<file path="src/inc/arrx_pkg.sv">
package arrx_pkg;
   localparam int unsigned ADDR_W = 32;
   localparam int unsigned WRP_W = 5;
   localparam int unsigned SRC_W = 5;
   localparam int unsigned TRD_W = 4;
   localparam int unsigned PKT_W = 8;
   localparam int unsigned FLAG_W = 4;
   localparam int unsigned DATA_W = 32;
   localparam int unsigned BE_W = 4;
   localparam int unsigned ERR_W = 4;
   localparam int unsigned DEPTH = 4;
   localparam int unsigned IDX_W = 2;
   // response codes
   localparam logic [3:0] ERR_OK = 4'h0;
   localparam logic [3:0] ERR_NOINFO = 4'h1;
   localparam logic [3:0] ERR_INCOMPLETE = 4'h9;
   localparam logic [3:0] ERR_RETRY = 4'h5;
   localparam logic [3:0] ERR_UNSUPP = 4'h3;
   localparam logic [3:0] ERR_DEGRADED = 4'hB;
   localparam logic [3:0] ERR_FATAL = 4'h7;
   // predefined pattern: fixed stride in bytes
   localparam logic [31:0] DEFD_STRIDE = 32'h0000_0010;
   // flag bit positions, one per meaning
   localparam int unsigned FLAG_DEGR_RD = 0;
   localparam int unsigned FLAG_DEGR_WR = 1;
   // command codes
   localparam logic [1:0] CMD_NOP = 2'h0;
   localparam logic [1:0] CMD_READ = 2'h1;
   localparam logic [1:0] CMD_WRITE = 2'h2;
   localparam logic [1:0] CMD_LOCKRD = 2'h3;

   typedef struct packed {
      logic [1:0] cmd;
      logic [ADDR_W-1:0] addr;
      logic [BE_W-1:0] be;
      logic [DATA_W-1:0] wdata;
      logic wrap;
      logic defd;
      logic wrplen_en;
      logic [WRP_W-1:0] wrplen;
      logic [SRC_W-1:0] srcid;
      logic [TRD_W-1:0] trdid;
      logic [PKT_W-1:0] pktid;
   } arrx_req_s;

   typedef struct packed {
      logic [DATA_W-1:0] rdata;
      logic [ERR_W-1:0] rerror;
      logic [FLAG_W-1:0] rflag;
      logic [SRC_W-1:0] rsrcid;
      logic [TRD_W-1:0] rtrdid;
      logic [PKT_W-1:0] rpktid;
      logic [ADDR_W-1:0] raddr;
   } arrx_rsp_s;
endpackage

</file>
<file path="src/hdl/arrx_target.sv">
`timescale 1ns/1ps
// How it works
// - every extension signal is active high unless stated otherwise
// - defined flag means address and enables follow one fixed pattern
// - defined transfer addresses derive from start address and enables only; here start address plus stride, folded by wrap mask
// - exactly one predefined pattern per initiator-target pair
// - wrap boundary comes from wrap length field, not packet length
// - addresses at or above two to wrap length fold modulo that size
// - each initiator has a unique source id; lock owner tracked by it
// - thread id extends source id into logical devices
// - packet id plus source id match responses to requests
// - response extension fields travel with response valid
// - error code flagged whenever the packet saw an error
// - error bit 0 is the basic error bit, upper bits extended code
// - 0001 no info, 1001 serviced but not completed
// - x101 retry later, 0011 unsupported and not serviced
// - 1011 degraded, flag tells which operation was done
// - x111 fatal, target then disconnects itself
// - each flag meaning owns its own flag bit
// - response source id is an exact copy of request source id
// - response thread id is an exact copy of request thread id
// - response packet id is an exact copy of request packet id
// - out-of-order responses only when compatibility mode is clear
module arrx_target #(
   parameter int unsigned DEPTH = arrx_pkg::DEPTH
) (
   input wire logic i_mclk,
   input wire logic i_rst,
   input wire logic i_cmdval,
   output logic o_cmdack,
   input wire arrx_pkg::arrx_req_s i_req,
   input wire logic i_compat_mode,
   input wire logic i_busy,
   input wire logic i_fault,
   input wire logic i_lock_clear,
   output logic o_rspval,
   input wire logic i_rspack,
   output arrx_pkg::arrx_rsp_s o_rsp,
   output logic o_disconnected
);
   localparam int unsigned IW = $clog2(DEPTH);

   // ------------------------------------------------------------
   // pending table
   // ------------------------------------------------------------
   arrx_pkg::arrx_rsp_s slot_r [DEPTH];
   logic [DEPTH-1:0] used_r;
   logic [IW-1:0] wr_ptr_r;
   logic [IW-1:0] rd_ptr_r;
   logic [IW:0] cnt_r;
   logic rspval_r;
   arrx_pkg::arrx_rsp_s rsp_r;
   logic disc_r;
   logic lock_held_r;
   logic [arrx_pkg::SRC_W-1:0] lock_src_r;
   logic [arrx_pkg::DATA_W-1:0] mem_r [DEPTH];

   logic take;
   logic issue;
   logic ooo_pop;
   logic store;
   logic [IW-1:0] put;
   logic [IW-1:0] pick;
   logic [arrx_pkg::ADDR_W-1:0] eff_addr;
   logic [arrx_pkg::ADDR_W-1:0] wrap_mask;
   logic [3:0] code;
   logic [arrx_pkg::FLAG_W-1:0] flags;
   logic locked_out;
   arrx_pkg::arrx_rsp_s new_rsp;

   // a free slot is needed; refusal is back-pressure on the command
   assign take = i_cmdval && o_cmdack;
   assign o_cmdack = (cnt_r != (IW+1)'(DEPTH)) && !disc_r;
   assign o_rspval = rspval_r;
   assign o_rsp = rsp_r;
   assign o_disconnected = disc_r;

   // ------------------------------------------------------------
   // address generation
   // ------------------------------------------------------------
   always_comb begin
      wrap_mask = '1;
      if (i_req.wrap && i_req.wrplen_en) begin
         wrap_mask = (arrx_pkg::ADDR_W'(1) << i_req.wrplen) - 1'b1;
      end
      eff_addr = i_req.addr & wrap_mask;
      if (i_req.defd) begin
         // single stride pattern, derived from start address and folded by the same wrap mask
         eff_addr = (i_req.addr + arrx_pkg::DEFD_STRIDE) & wrap_mask;
      end
   end

   // ------------------------------------------------------------
   // status coding
   // ------------------------------------------------------------
   assign locked_out = lock_held_r && (lock_src_r != i_req.srcid);

   always_comb begin
      code = arrx_pkg::ERR_OK;
      flags = '0;
      if (i_fault) begin
         code = arrx_pkg::ERR_FATAL;
      end else if (locked_out || i_busy) begin
         code = arrx_pkg::ERR_RETRY;
      end else if (i_req.cmd == arrx_pkg::CMD_NOP) begin
         code = arrx_pkg::ERR_UNSUPP;
      end else if (i_req.defd && i_req.cmd == arrx_pkg::CMD_LOCKRD) begin
         // no locked pattern transfers: answered as a degraded read, but the lock is still taken
         code = arrx_pkg::ERR_DEGRADED;
         flags[arrx_pkg::FLAG_DEGR_RD] = 1'b1;
      end else if (i_req.wrap && i_req.wrplen_en && i_req.be == '0) begin
         code = arrx_pkg::ERR_INCOMPLETE;
      end else if (i_req.wrplen_en && !i_req.wrap) begin
         code = arrx_pkg::ERR_NOINFO;
      end
   end

   always_comb begin
      new_rsp = '0;
      new_rsp.rerror = code;
      new_rsp.rflag = flags;
      new_rsp.rsrcid = i_req.srcid;
      new_rsp.rtrdid = i_req.trdid;
      new_rsp.rpktid = i_req.pktid;
      new_rsp.raddr = eff_addr;
   end

   // ------------------------------------------------------------
   // storage, one word per slot
   // ------------------------------------------------------------
   // fields sampled on the command handshake only
   always_ff @(posedge i_mclk) begin
      if (take) begin
         slot_r[put] <= new_rsp;
      end
   end

   // only clean writes land; refused or degraded ones leave memory alone
   assign store = take && (i_req.cmd == arrx_pkg::CMD_WRITE) && (code == arrx_pkg::ERR_OK);

   // cleared on reset so an unwritten word reads as zeros, never unknown
   for (genvar g = 0; g < DEPTH; g++) begin : g_word
      always_ff @(posedge i_mclk) begin
         if (i_rst) begin
            mem_r[g] <= '0;
         end else if (store && (eff_addr[IW+1:2] == IW'(g))) begin
            mem_r[g] <= i_req.wdata;
         end
      end
   end

   always_ff @(posedge i_mclk) begin
      if (i_rst) begin
         lock_held_r <= 1'b0;
         lock_src_r <= '0;
      end else if (i_lock_clear) begin
         lock_held_r <= 1'b0;
      end else if (take && i_req.cmd == arrx_pkg::CMD_LOCKRD && !locked_out) begin
         lock_held_r <= 1'b1;
         lock_src_r <= i_req.srcid;
      end
   end

   always_ff @(posedge i_mclk) begin
      if (i_rst) begin
         disc_r <= 1'b0;
      end else if (take && code == arrx_pkg::ERR_FATAL) begin
         disc_r <= 1'b1;
      end
   end

   // ------------------------------------------------------------
   // response issue
   // ------------------------------------------------------------
   // out-of-order: newest pending slot jumps ahead; fifo in compat mode
   always_comb begin
      pick = rd_ptr_r;
      if (!i_compat_mode && cnt_r > 1) begin
         pick = wr_ptr_r - 1'b1;
      end
   end

   assign issue = (!rspval_r || i_rspack) && used_r[pick];
   // newest slot leaving ahead of the oldest leaves a hole at the top
   assign ooo_pop = issue && (pick != rd_ptr_r);
   // a take in that same cycle fills the hole, keeping the table contiguous
   assign put = ooo_pop ? pick : wr_ptr_r;

   always_ff @(posedge i_mclk) begin
      if (i_rst) begin
         rspval_r <= 1'b0;
         rsp_r <= '0;
      end else if (issue) begin
         rspval_r <= 1'b1;
         rsp_r <= slot_r[pick];
         rsp_r.rdata <= mem_r[slot_r[pick].raddr[IW+1:2]];
      end else if (i_rspack) begin
         rspval_r <= 1'b0;
      end
      // no else update: fields hold while waiting for acceptance
   end

   always_ff @(posedge i_mclk) begin
      if (i_rst) begin
         used_r <= '0;
         wr_ptr_r <= '0;
         rd_ptr_r <= '0;
         cnt_r <= '0;
      end else begin
         if (issue) begin
            used_r[pick] <= 1'b0;
            if (!ooo_pop) begin
               rd_ptr_r <= rd_ptr_r + 1'b1;
            end
         end
         // set after the clear: a refilled hole must stay marked
         if (take) begin
            used_r[put] <= 1'b1;
         end
         if (take && !ooo_pop) begin
            wr_ptr_r <= wr_ptr_r + 1'b1;
         end else if (!take && ooo_pop) begin
            wr_ptr_r <= wr_ptr_r - 1'b1;
         end
         cnt_r <= cnt_r + (IW+1)'(take) - (IW+1)'(issue);
      end
   end
   // all strobes above are active high
   // no early arbitration address port on this target
endmodule

</file>
<file path="config.mk">
export PLATFORM = sky130hd
export DESIGN_NAME = arrx_target
export DESIGN_NICKNAME = d
export VERILOG_FILES = /design/src/inc/arrx_pkg.sv /design/src/hdl/arrx_target.sv
export SDC_FILE = /design/constraint.sdc
export NUM_CORES = 1
export LEC_CHECK = 0
export BUFFER_PORTS_ARGS = -buffer_cell sky130_fd_sc_hd__buf_2
export CORE_MARGIN = 3
export CORE_UTILIZATION = 25
export CTS_BUF_LIST = sky130_fd_sc_hd__clkbuf_8
export DETAILED_ROUTE_END_ITERATION = 6
export GPL_TIMING_DRIVEN = 0
export SYNTH_ARGS = -nofsm -noshare
export SYNTH_HDL_FRONTEND = slang
export SYNTH_SLANG_ARGS = --single-unit
</file>
<file path="constraint.sdc">
create_clock -name i_mclk -period 5.7 [get_ports i_mclk]
set_input_delay 0.855 -clock i_mclk [delete_from_list [all_inputs] [get_ports i_mclk]]
set_output_delay 0.855 -clock i_mclk [all_outputs]
set_load 0.02 [all_outputs]
</file>
==> run summary <==
In this run, synthesis produced a sequential element count of 449. Routed length per placed instance: 19.9 um. Dividing the final minimum period by the clock period gives 81.4%. The count of buffers inserted at the top-level ports was 187. The worst hold path was traced through 2 stages. In the post-synthesis netlist, the biggest area contributors are sky130_fd_sc_hd__edfxtp_1 (54%), sky130_fd_sc_hd__dfxtp_1 (11%), sky130_fd_sc_hd__nand2_1 (4.3%). The overall routed net length is 58.8 mm, and the number of nets at the end of the flow is 1,960.

The die covers 80,400 um^2. The maximum vdd drop is 0.158 mV, and the die span in y is 284 um. TritonCTS built the clock tree. Simple-gate share of the synthesized area: 13.2%. Headroom to the max-slew limit came out at 19.7%. The tools report the number of clock buffers inserted by TritonCTS as 79. Setup repair after global routing left no endpoint under its margin. Relative to the synthesized area, the layout overhead comes to 20.5%.

After detailed placement, the design holds a cell count of 2,798. Of all cell types, the one taking the most synthesized area is sky130_fd_sc_hd__edfxtp_1. Synthesis instantiated 68 different standard cells from the library. The number of clock sinks was 449. The tools report the clock insertion delay at the later pin of the skew report as 660 ps.

Sequential cells were found to cover 64.5% of the synthesized design area. The run gives 0 as the final hold violation count. Walking the worst path, the cells encountered are buf_2 > clkbuf_1 > inv_1 > or4_1 > ha_1 > inv_1 > xnor2_1 > o21ai_1 > clkbuf_1 > a31o_2.

The most common cell in the synthesized netlist is sky130_fd_sc_hd__edfxtp_1. Once the clock tree was built, the resizer swapped 0 gates to a different size. The first detailed-routing pass took 7 iterations. The critical path is of the input pin to flop type.

The critical path's slowest cell is sky130_fd_sc_hd__a31o_2. The post-synthesis cell count was 1,574; the stage delay of the slowest cell on the critical path was 970 ps. After synthesis, the largest family of logic cells by area is simple AND/OR/NAND/NOR gates. The run gives 0 as the buffer count from post-CTS setup fixing.

Sorting the synthesized cells by how often they occur yields sky130_fd_sc_hd__edfxtp_1 (344), sky130_fd_sc_hd__nand2_1 (221), sky130_fd_sc_hd__nor3_1 (140). In this run, the number of DRC markers left after iteration 0 of detailed routing was 1,166. The residual antenna-violating net count after detailed routing is 0. In this run the worst hold path is classified as input pin to flop. Among all flip-flop cells after synthesis, the most frequent one is sky130_fd_sc_hd__edfxtp_1.

Summed over all cells, the static leakage comes to 8.57 nW. Across the run, the number of max-cap violations was 0. The slew of the pin with the lowest slew margin was 1190 ps; the XOR/XNOR share of the synthesized area was 1.68%.

In this run, synthesis inferred 344 flip-flops with an integrated enable. In the synthesized netlist the async set-or-reset flop fraction comes to 0%. For the total of warnings raised by yosys, the log shows 0. The nature of the critical path endpoint is a flop. The setup total negative slack is 0 ps, and the mean post-synth cell area is 12.2 um^2. The logs give 36 for the pin count of the biggest net entering global routing and 195 for the number of placed I/O pins.

The level count of the clock H-tree is 3, and the maximum fanout encountered on the critical timing path is 32. The first global-routing pass estimated 87.5 mm of wire. For the total core area, the log shows 76,100 um^2. Once layout is done, the placed cells without fillers occupy 23,200 um^2.

The final non-filler cell total is 2,948, and the power density over cell area is 461 nW/um^2. Across the routed clock network, the largest skew measured is 52.0 ps. The number of global-route vias before repair is 14,100, and the number of antenna violations at the first check in global routing is 6. The max-slew violation count is 0. The final critical delay including setup and external delays works out to 4640 ps. Clock-pin slew was measured on the worst setup and hold paths at 60 ps.

Once the floorplan was initialized, standard cells occupied 25.3% of the core. Area share of the leading cell type in the synthesized netlist: 53.6%. The run finished with clean final reports. Using the TritonRoute via totals, the vias-per-cell ratio works out to 4.78. The share of layout cells above drive strength 1 was 20.2%; the cell row count was 101. The clock passes through at most 3 buffers.

The worst register-to-register path has a depth of 10. In the routed design, unresolved DRC markers number 0. Hold timing on the final database bottoms out at a slack of 376 ps. Global-route congestion overflow total: 0. The number of setup violations in the final report is 0, and the required time at the endpoint of the critical path is 5940 ps. In this run the cell area measured after placement is 21,600 um^2.

The synthesized netlist devotes 12.0% of its cell area to compound gates. For this run, the top clock speed supported by timing is 215 MHz. Measured against the total synthesized area, the mux share comes to 3.98%.

Summing every instance area after synthesis gives 19,300 um^2. Of the total synthesized cell area, the portion taken by full adders, half adders and majority gates is 0.559%. At the end of routability-driven placement, the weighted congestion stood at 0.913. Vias after detailed routing: 14,100. For the worst setup path, the data arrival time is 4880 ps.

In this run the horizontal extent of the chip is 284 um. The number of hold buffers added after CTS is 0, and the total half-perimeter wirelength after legalization and detailed placement is 40.8 mm. The startpoint type of the worst setup path is an input pin.

The tree is rooted in a sky130_fd_sc_hd__clkbuf_8. Global routing consumed, over all layers together, 14.1% of the routing resources.
area by class of cell:
type / count / area, um^2
inverters: 52 / 195
clock buffers: 89 / 1220
well taps: 1030 / 1290
clock inverters: 56 / 352
fillers: 7778 / 52900
flip-flops and latches: 449 / 12400
multi-input cells: 947 / 6090
plain buffers: 128 / 564
diodes: 5 / 12.5
repair buffers: 192 / 1040
flip-flops by register name, indices dropped and copies added (netlist names):
signal / flops
cnt_r: 3
lock_held_r: 1
lock_src_r: 5
mem_r: 128
o_disconnected: 1
o_rsp: 86
o_rspval: 1
rd_ptr_r: 2
slot_r: 216
used_r: 4
wr_ptr_r: 2
final timing paths:
check	slack, ps	start	to
worst max register to register	1690	cnt_r[1]$_SDFF_PP0_	slot_r[3][19]$_DFFE_PP_
worst min-delay path	380	i_lock_clear	lock_held_r$_SDFFE_PP0P_
worst min register to register	460	o_rsp[35]$_SDFFE_PP0N_	o_rsp[35]$_SDFFE_PP0N_
worst max-delay path	1060	i_req[17]	mem_r[0][11]$_SDFFCE_PN0P_
logic make-up (layout without fill, tap and decap cells):
family                   Yosys count  count (layout)
AO/OA/AOI/OAI                    291             291
XOR/XNOR                          37              37
adder cells (fa/ha/maj)            8               8
buffers and inverters            180             517
flip-flops                       449             449
multiplexers                      74              74
other                              1               8
AND/OR/NAND/NOR                  534             534
layout by cell type (no fill, tap or decap), types with 4 or more instances in the layout:
cell type / count
sky130_fd_sc_hd__a21oi_1: 80
sky130_fd_sc_hd__buf_12: 4
sky130_fd_sc_hd__o21ai_0: 21
sky130_fd_sc_hd__a31oi_1: 12
sky130_fd_sc_hd__clkinv_2: 7
sky130_fd_sc_hd__ha_1: 7
sky130_fd_sc_hd__inv_1: 76
sky130_fd_sc_hd__nor2_1: 37
sky130_fd_sc_hd__nand3_1: 14
sky130_fd_sc_hd__nand4_1: 10
sky130_fd_sc_hd__xnor2_1: 17
sky130_fd_sc_hd__edfxtp_1: 344
sky130_fd_sc_hd__nor3_1: 140
sky130_fd_sc_hd__xor2_1: 20
sky130_fd_sc_hd__or4_1: 4
sky130_fd_sc_hd__clkinv_1: 13
sky130_fd_sc_hd__dfxtp_1: 105
sky130_fd_sc_hd__clkbuf_1: 86
sky130_fd_sc_hd__mux2i_1: 71
sky130_fd_sc_hd__and3_1: 61
sky130_fd_sc_hd__buf_4: 6
sky130_fd_sc_hd__a211oi_1: 54
sky130_fd_sc_hd__and2_1: 7
sky130_fd_sc_hd__and4_1: 6
sky130_fd_sc_hd__a31o_2: 4
sky130_fd_sc_hd__diode_2: 5
sky130_fd_sc_hd__buf_2: 209
sky130_fd_sc_hd__o21ai_1: 4
sky130_fd_sc_hd__o31a_1: 4
sky130_fd_sc_hd__a311o_1: 52
sky130_fd_sc_hd__or3_1: 5
sky130_fd_sc_hd__o31ai_1: 5
sky130_fd_sc_hd__o221ai_2: 30
sky130_fd_sc_hd__nand2_1: 221
sky130_fd_sc_hd__buf_1: 8
sky130_fd_sc_hd__nor2b_1: 6
sky130_fd_sc_hd__clkbuf_8: 89
critical path: cells and delay by family:
| family | cells | cell delay [ps] |
|---|---|---|
| AO/OA/AOI/OAI | 2 | 1620 |
| buffers and inverters | 5 | 1410 |
| AND/OR/NAND/NOR | 1 | 560 |
| adder cells (fa/ha/maj) | 1 | 300 |
| XOR/XNOR | 1 | 100 |
report_power, final:
part,internal (mW),switching (mW)
clock,1.58,1.36
combinational,1.17,2.40
sequential,3.99,0.197
stage by stage:
| stage | total power [mW] | util, % | worst slack [ps] |
|---|---|---|---|
| 2_1_floorplan | 6.55 | - | 740 |
| 3_3_place_gp | 7.76 | 28.3 | -1880 |
| 3_5_place_dp | 7.84 | 28.4 | 448 |
| 4_1_cts | 10.8 | 30.5 | 1140 |
| 5_1_grt | 11.2 | 30.5 | 907 |
| 6_report | 10.7 | 30.5 | 1060 |
per-layer routing:
metal  vias up  wire (um)  part of all wire [%]  global-route usage (%)
met1      6996      25400                    43                    18.5
met2       517      28200                    48                    23.6
met5         -          0                     0                       0
li1       6479          -                     -                       -
met4         0       1180                   2.0                    4.12
met3        95       4020                   6.8                    2.88
Power figures use the tool's default switching activity.
